[src/rtl/cflb_dummy_removed.sv]
`default_nettype none
`default_nettype wire

[src/rtl/cflb_pkg.sv]
`default_nettype none
package cflb_pkg;
  localparam int NUM_EL  = 9;
  localparam int NUM_GEN = 8;
  localparam int NUM_GRP = 3;
  localparam int GRP_W   = 3;
  localparam int ADDR_W  = 8;
  localparam int DATA_W  = 32;

  // register byte addresses
  localparam logic [7:0] ADDR_COMMON = 8'h00;
  localparam logic [7:0] ADDR_GROUP  = 8'h04;
  localparam logic [7:0] ADDR_MODE   = 8'h08;
  localparam logic [7:0] ADDR_SRC    = 8'h0c;
  localparam logic [7:0] ADDR_SRVAL  = 8'h10;
  localparam logic [7:0] ADDR_STATUS = 8'h14;

  // common register bit positions
  localparam int C_LSR_ASYNC = 0;
  localparam int C_CLK_INV   = 1;
  localparam int C_SEL_INV   = 2;
  localparam int C_CE_INV    = 3;
  localparam int C_LSR_INV   = 4;
  localparam int C_LSR_OVER  = 5;
  localparam int C_GSR_EN    = 6;
  localparam int C_FE_MODE   = 7;
  localparam int COMMON_W    = 8;

  // group field: [1:0] enable source, [2] local set/reset used
  localparam int G_CE_LSB = 0;
  localparam int G_LSR    = 2;
  localparam int GROUP_W  = NUM_GRP * GRP_W;
  localparam int MODE_W   = 2 * NUM_GEN;
  localparam int SRC_W    = 2 * NUM_EL;

  localparam logic [COMMON_W-1:0] RST_COMMON = 8'h40;
  localparam logic [GROUP_W-1:0]  RST_GROUP  = 9'h000;
  localparam logic [MODE_W-1:0]   RST_MODE   = 16'haaaa;
  localparam logic [SRC_W-1:0]    RST_SRC    = 18'h00000;
  localparam logic [NUM_EL-1:0]   RST_SRVAL  = 9'h000;

  localparam logic [1:0] CE_NONE = 2'h0;
  localparam logic [1:0] CE_PRI  = 2'h1;
  localparam logic [1:0] CE_ALT  = 2'h2;

  localparam logic [1:0] MD_LATCH_POS = 2'h0;
  localparam logic [1:0] MD_LATCH_NEG = 2'h1;
  localparam logic [1:0] MD_FF_RISE   = 2'h2;
  localparam logic [1:0] MD_FF_FALL   = 2'h3;

  // source: 0 zero, 1 one, 2 lut (ninth: carry input), 3 direct (ninth: carry-out)
  localparam logic [1:0] SRC_ZERO = 2'h0;
  localparam logic [1:0] SRC_ONE  = 2'h1;
  localparam logic [1:0] SRC_A    = 2'h2;
  localparam logic [1:0] SRC_B    = 2'h3;
endpackage
`default_nettype wire

[src/rtl/cflb_bank.sv]
`default_nettype none
module cflb_bank (
  input  wire logic                           i_mclk,
  input  wire logic                           i_rst_n,
  input  wire logic                           i_psel,
  input  wire logic                           i_penable,
  input  wire logic                           i_pwrite,
  input  wire logic [cflb_pkg::ADDR_W-1:0]    i_paddr,
  input  wire logic [cflb_pkg::DATA_W-1:0]    i_pwdata,
  output logic      [cflb_pkg::DATA_W-1:0]    o_prdata,
  output logic                                o_pready,
  output logic                                o_pslverr,
  input  wire logic                           i_unit_clk,
  input  wire logic                           i_clk_en,
  input  wire logic                           i_alternate_write_clk_enable,
  input  wire logic                           i_local_set_reset,
  input  wire logic                           i_front_sel,
  input  wire logic                           i_global_set_reset_n,
  input  wire logic [cflb_pkg::NUM_GEN-1:0]   i_lut_out,
  input  wire logic [cflb_pkg::NUM_GEN-1:0]   i_din,
  input  wire logic                           i_carry_input,
  input  wire logic                           i_carry_out,
  output logic      [cflb_pkg::NUM_EL-1:0]    o_q
);
  logic [cflb_pkg::COMMON_W-1:0] common_reg;
  logic [cflb_pkg::GROUP_W-1:0]  group_reg;
  logic [cflb_pkg::MODE_W-1:0]   mode_reg;
  logic [cflb_pkg::SRC_W-1:0]    src_reg;
  logic [cflb_pkg::NUM_EL-1:0]   srval_reg;
  logic [cflb_pkg::NUM_EL-1:0]   q_reg;
  logic [cflb_pkg::NUM_EL-1:0]   q_next;
  logic                          uclk_prev_reg;
  logic [cflb_pkg::DATA_W-1:0]   rdata_next;
  logic                          err_next;

  // ---------------- APB slave ----------------
  wire apb_acc   = i_psel & i_penable;
  wire apb_done  = apb_acc & o_pready;
  wire apb_wr    = apb_done & i_pwrite;
  wire hit_com   = (i_paddr == cflb_pkg::ADDR_COMMON);
  wire hit_grp   = (i_paddr == cflb_pkg::ADDR_GROUP);
  wire hit_mode  = (i_paddr == cflb_pkg::ADDR_MODE);
  wire hit_src   = (i_paddr == cflb_pkg::ADDR_SRC);
  wire hit_srv   = (i_paddr == cflb_pkg::ADDR_SRVAL);
  wire hit_stat  = (i_paddr == cflb_pkg::ADDR_STATUS);

  always_comb begin
    rdata_next = '0;
    err_next   = 1'b0;
    if (hit_com) begin
      rdata_next[cflb_pkg::COMMON_W-1:0] = common_reg;
    end else if (hit_grp) begin
      rdata_next[cflb_pkg::GROUP_W-1:0] = group_reg;
    end else if (hit_mode) begin
      rdata_next[cflb_pkg::MODE_W-1:0] = mode_reg;
    end else if (hit_src) begin
      rdata_next[cflb_pkg::SRC_W-1:0] = src_reg;
    end else if (hit_srv) begin
      rdata_next[cflb_pkg::NUM_EL-1:0] = srval_reg;
    end else if (hit_stat) begin
      rdata_next[cflb_pkg::NUM_EL-1:0] = q_reg;
    end else begin
      err_next = 1'b1;
    end
  end

  // one wait state: ready rises in the second access cycle
  always_ff @(posedge i_mclk or negedge i_rst_n) begin
    if (!i_rst_n) begin
      o_pready  <= 1'b0;
      o_prdata  <= '0;
      o_pslverr <= 1'b0;
    end else begin
      o_pready  <= apb_acc & ~o_pready;
      o_prdata  <= rdata_next;
      o_pslverr <= apb_acc & ~o_pready & err_next;
    end
  end

  always_ff @(posedge i_mclk or negedge i_rst_n) begin
    if (!i_rst_n) begin
      common_reg <= cflb_pkg::RST_COMMON;
      group_reg  <= cflb_pkg::RST_GROUP;
      mode_reg   <= cflb_pkg::RST_MODE;
      src_reg    <= cflb_pkg::RST_SRC;
      srval_reg  <= cflb_pkg::RST_SRVAL;
    end else if (apb_wr) begin
      if (hit_com) begin
        common_reg <= i_pwdata[cflb_pkg::COMMON_W-1:0];
      end else if (hit_grp) begin
        group_reg <= i_pwdata[cflb_pkg::GROUP_W-1:0];
      end else if (hit_mode) begin
        mode_reg <= i_pwdata[cflb_pkg::MODE_W-1:0];
      end else if (hit_src) begin
        src_reg <= i_pwdata[cflb_pkg::SRC_W-1:0];
      end else if (hit_srv) begin
        srval_reg <= i_pwdata[cflb_pkg::NUM_EL-1:0];
      end
    end
  end

  // ---------------- shared controls ----------------
  wire lsr_async = common_reg[cflb_pkg::C_LSR_ASYNC];
  wire lsr_over  = common_reg[cflb_pkg::C_LSR_OVER];
  wire fe_mode   = common_reg[cflb_pkg::C_FE_MODE];
  wire clk_eff   = i_unit_clk ^ common_reg[cflb_pkg::C_CLK_INV];
  wire ce_eff    = i_clk_en ^ common_reg[cflb_pkg::C_CE_INV];
  wire lsr_eff   = i_local_set_reset ^ common_reg[cflb_pkg::C_LSR_INV];
  wire sel_eff   = i_front_sel ^ common_reg[cflb_pkg::C_SEL_INV];
  wire gsr_act   = ~i_global_set_reset_n & common_reg[cflb_pkg::C_GSR_EN];
  wire clk_rise  = clk_eff & ~uclk_prev_reg;
  wire clk_fall  = ~clk_eff & uclk_prev_reg;

  always_ff @(posedge i_mclk or negedge i_rst_n) begin
    if (!i_rst_n) begin
      uclk_prev_reg <= 1'b0;
      q_reg         <= '0;
    end else begin
      uclk_prev_reg <= clk_eff;
      q_reg         <= q_next;
    end
  end
  assign o_q = q_reg;

  // per-group enable and local set/reset use
  logic [cflb_pkg::NUM_GRP-1:0] grp_ce;
  logic [cflb_pkg::NUM_GRP-1:0] grp_lsr;
  genvar gg;
  generate
    for (gg = 0; gg < cflb_pkg::NUM_GRP; gg++) begin : g_grp
      wire [1:0] ce_src = group_reg[gg*cflb_pkg::GRP_W+cflb_pkg::G_CE_LSB +: 2];
      assign grp_ce[gg]  = (ce_src == cflb_pkg::CE_PRI) ? ce_eff :
                           (ce_src == cflb_pkg::CE_ALT) ? i_alternate_write_clk_enable : 1'b1;
      assign grp_lsr[gg] = group_reg[gg*cflb_pkg::GRP_W+cflb_pkg::G_LSR] & lsr_eff;
    end
  endgenerate

  // ---------------- storage elements ----------------
  logic [cflb_pkg::NUM_EL-1:0] el_d;
  logic [cflb_pkg::NUM_EL-1:0] el_edge;
  logic [cflb_pkg::NUM_EL-1:0] el_open;
  logic [cflb_pkg::NUM_EL-1:0] el_ce;
  logic [cflb_pkg::NUM_EL-1:0] el_lsr;
  genvar gi;
  generate
    for (gi = 0; gi < cflb_pkg::NUM_EL; gi++) begin : g_el
      localparam int GRP = gi / 4;
      wire [1:0] src = src_reg[2*gi +: 2];
      if (gi < cflb_pkg::NUM_GEN) begin : g_gen
        wire [1:0] md = mode_reg[2*gi +: 2];
        wire       d_src = (src == cflb_pkg::SRC_ONE) ? 1'b1 :
                           (src == cflb_pkg::SRC_A)   ? i_lut_out[gi] :
                           (src == cflb_pkg::SRC_B)   ? i_din[gi] : 1'b0;
        assign el_d[gi]    = fe_mode ? (sel_eff ? i_din[gi] : i_lut_out[gi]) : d_src;
        assign el_edge[gi] = (md == cflb_pkg::MD_FF_RISE) ? clk_rise :
                             (md == cflb_pkg::MD_FF_FALL) ? clk_fall : 1'b0;
        assign el_open[gi] = (md == cflb_pkg::MD_LATCH_POS) ? clk_eff :
                             (md == cflb_pkg::MD_LATCH_NEG) ? ~clk_eff : 1'b0;
      end else begin : g_ninth
        assign el_d[gi]    = (src == cflb_pkg::SRC_ONE) ? 1'b1 :
                             (src == cflb_pkg::SRC_A)   ? i_carry_input :
                             (src == cflb_pkg::SRC_B)   ? i_carry_out : 1'b0;
        assign el_edge[gi] = clk_rise;
        assign el_open[gi] = 1'b0;
      end
      assign el_ce[gi]  = grp_ce[GRP];
      assign el_lsr[gi] = grp_lsr[GRP];
      // priority: global, asynchronous local, latch, clocked flop
      assign q_next[gi] = gsr_act                 ? srval_reg[gi] :
                          (el_lsr[gi] & lsr_async) ? srval_reg[gi] :
                          el_open[gi]              ? (el_lsr[gi] ? srval_reg[gi] : el_d[gi]) :
                          ~el_edge[gi]             ? q_reg[gi] :
                          (el_lsr[gi] & (lsr_over | el_ce[gi])) ? srval_reg[gi] :
                          el_ce[gi]                ? el_d[gi] : q_reg[gi];
    end
  endgenerate

  wire quiet0 = ~gsr_act & ~el_lsr[0];
  wire quiet8 = ~gsr_act & ~el_lsr[8];
  wire quiet4 = ~gsr_act & ~el_lsr[4];
endmodule
`default_nettype wire

[config.mk]
export PLATFORM = sky130hd
export DESIGN_NAME = cflb_bank
export DESIGN_NICKNAME = d
export VERILOG_FILES = /design/src/rtl/cflb_dummy_removed.sv /design/src/rtl/cflb_pkg.sv /design/src/rtl/cflb_bank.sv
export SDC_FILE = /design/constraint.sdc
export NUM_CORES = 1
export LEC_CHECK = 0
export BUFFER_PORTS_ARGS = -buffer_cell sky130_fd_sc_hd__buf_2
export CORE_ASPECT_RATIO = 1.1
export CORE_MARGIN = 4
export CORE_UTILIZATION = 55
export CTS_CLUSTER_DIAMETER = 60
export CTS_CLUSTER_SIZE = 28
export DETAILED_ROUTE_END_ITERATION = 16
export GPL_ROUTABILITY_DRIVEN = 0
export PLACE_DENSITY = 0.83
export REMOVE_ABC_BUFFERS = 1
export SYNTH_ARGS = -nofsm -noshare
export SYNTH_HDL_FRONTEND = slang
export SYNTH_SLANG_ARGS = --single-unit
[constraint.sdc]
create_clock -name i_mclk -period 2.46 [get_ports i_mclk]
set_input_delay 0.369 -clock i_mclk [delete_from_list [all_inputs] [get_ports i_mclk]]
set_output_delay 0.369 -clock i_mclk [all_outputs]
set_load 0.05 [all_outputs]
==> impl_metrics.ini <==
[status]
status = complete, no violations

[setup_path]
crit_required_ns = 2.70
path_class = reg -> reg
crit_arrival_ns = 2.51
cp_top_family = compound AO/OA/AOI/OAI gates
slowest_stage = a2111oi_0
critical_path.endpoint_type = flop
critPathMaxStageDelay_ns = 0.47
rr_worst_depth = 6
cp_max_fo = 14
worst_setup_path_start_kind = flop
cp_num_cells = 6
crit_chain = xnor2_1 > buf_12 > mux2_2 > or2_2 > a2111oi_0 > o31ai_1
crit_buf_inv = 1

[timing]
setup_viol = 0
skew_ns = 0.00737
holdWs_ns = 0.231
final_hold_viol_count = 0
worst_slew_pin_slew_ns = 0.821
min_period_over_period_pct = 92.3
max_freq_ghz = 0.440
fin_setup_tns_ns = 0
slew_violations = 0
min_period_ns = 2.27
rsz0062_at_grt = no
maxSlewHeadroom_pct = 45.3

[power]
finalPower_mw = 2.76
ir_drop_mv = 0.240
powerDensity_mw_per_mm2 = 481
leakagePower_nw = 2.89

[die]
core_mm2 = 0.00887
ios = 112
initial_core_util_pct = 56.3
die_w_um = 98.9
fp.dieH_um = 108
num_rows = 36
die-area_mm2 = 0.0107

[routing]
vias = 4157
route.detailed.drc = 0
final_antenna_net_count = 0
drtIter0Drc = 415
wirelength_um = 13200
wl_per_cell_um = 19.5
dr.pass1.iters = 6
post_drt_via_cell_ratio = 6.14

[logic_synthesis]
yosys_warnings = 0
syn-cell-area_mm2 = 0.00500
synth-edff-count = 0
yosys.area.top_type = dfrtp_1
synth_ff_type = dfrtp_1
synth_cell_types = 62
synthArstFlopShare_pct = 100
synth_area_leaders = dfrtp_1 (41%), mux2_2 (14%), dfstp_2 (4.7%)
synthCells = 471
seq_area_frac_synth_pct = 45.3
syn_avg_cell_area_um2 = 10.6
ys_ff_latch = 90
synth_top_area_share_pct = 40.6

[clock_tree]
postCtsSetupBuffers = 0
htree_levels = 3
cts_buffers = 9
clk_pin_slew_ns = 0.09
cts_sinks = 90
cts-root-buf = clkbuf_8
clockBufferDepth = 2
cts_tree = built
cts_resized = 0
insertion_delay_ns = 0.37

[global_routing]
antenna_found_initial = 0
grt_pass1_vias = 4240
grt_max_degree = 50
grt_pass1_wl_um = 21000
gr-usage-all-layers_pct = 25.0
overflow = 0

[place]
hpwl_um = 9350
placed_area_mm2 = 0.00555
port_buffers = 83

[final_layout]
fin_util_pct = 64.7
layout_common_cells = buf_2 (82), dfrtp_1 (81), mux2_2 (63)
layout_commonest_cell = buf_2
layout.nets = 627
regArea_mm2 = 0.00226
design_area_mm2 = 0.00574
multi_input_area_mm2 = 0.00252
synthToLayoutAreaGrowth_pct = 14.9
diodes = 0
nFillCells = 689
drive_gt1_share_pct = 37.3

[job]
cap_violations = 0

[hold_path]
hold_path_depth = 2
min_path_type = in -> reg
## kinds of logic after synthesis
| family | Yosys count | synth area share, % |
|---|---|---|
| buf+inv | 50 | 5.16 |
| compound gates | 109 | 14.3 |
| other cells | 1 | 0.0750 |
| xor+xnor | 6 | 1.05 |
| mux | 90 | 20.6 |
| simple gates | 125 | 13.4 |
| flops | 90 | 45.3 |
## layout make-up
cell class	instances	share of cell area, %
multi-input cells	344	44.0
flip-flops and latches	90	39.4
repair buffers	98	9.94
clock buffers	14	3.01
well taps	114	2.48
inverters	15	0.981
clock inverters	2	0.174
## synthesized netlist by cell type (3+ instances only)
cell type and count:
nor2b_1 6, inv_1 15, nand2b_1 4, mux2_2 63, o21a_1 7, dfrtp_1 81
o21ai_0 19, nor2_1 32, nor3_1 5, dfstp_2 9, and3_1 4, nand2_1 26
nand3b_1 4, o22ai_1 14, a31oi_1 11, a21o_1 4, o311ai_0 3, a311oi_1 5
a31o_2 4, or3_1 4, nand3_1 18, nor3b_1 4, o22a_1 3, xnor2_1 5
a21oi_1 22, buf_4 14, nor4_1 3, mux2i_1 16, mux2_4 10, clkbuf_1 15
## repair_timing
item / CTS / global route
hold buffers: 1 / 0
hold endpoints to repair: 17 / 0
endpoints found under the setup margin: 0 / 0
## layer usage
metal | vias to the layer above | wire, µm | GRT usage (%) | share of wire [%]
met4 | 0 | 416 | 11.9 | 3.2
met5 | - | 0 | 0 | 0
met3 | 44 | 952 | 5.23 | 7.2
met2 | 208 | 6410 | 40.7 | 49
met1 | 2036 | 5420 | 32.0 | 41
li1 | 1869 | - | - | -
## metrics by stage
stage | cells | worst slack (ns)
floorplan | 449 | -0.107
global placement | 660 | 0.141
detailed placement | 660 | 0.113
CTS | 677 | 0.184
global route | 677 | 0.0714
finish | 677 | 0.188
## report_power, final
| group | leakage, nW | total [mW] | switching [mW] | internal [mW] |
|---|---|---|---|---|
| clock network | 0.0965 | 0.957 | 0.508 | 0.448 |
| registers | 1.22 | 1.50 | 0.0129 | 1.49 |
| logic | 1.58 | 0.304 | 0.209 | 0.0944 |
| total | 2.89 | 2.76 | 0.731 | 2.03 |
## path summary, 6_finish.rpt
check                                    from           to  slack, ns
max in group asynchronous             i_rst_n  mode_reg[1]       1.22
worst min-delay path             i_pwdata[13]  src_reg[13]       0.23
worst min register to register       o_pready     o_pready       0.47
min in group asynchronous             i_rst_n  src_reg[13]       0.53
worst max-delay path            common_reg[1]       o_q[4]       0.19
worst max register to register  common_reg[1]       o_q[4]       0.19
Power figures use the tool's default switching activity.
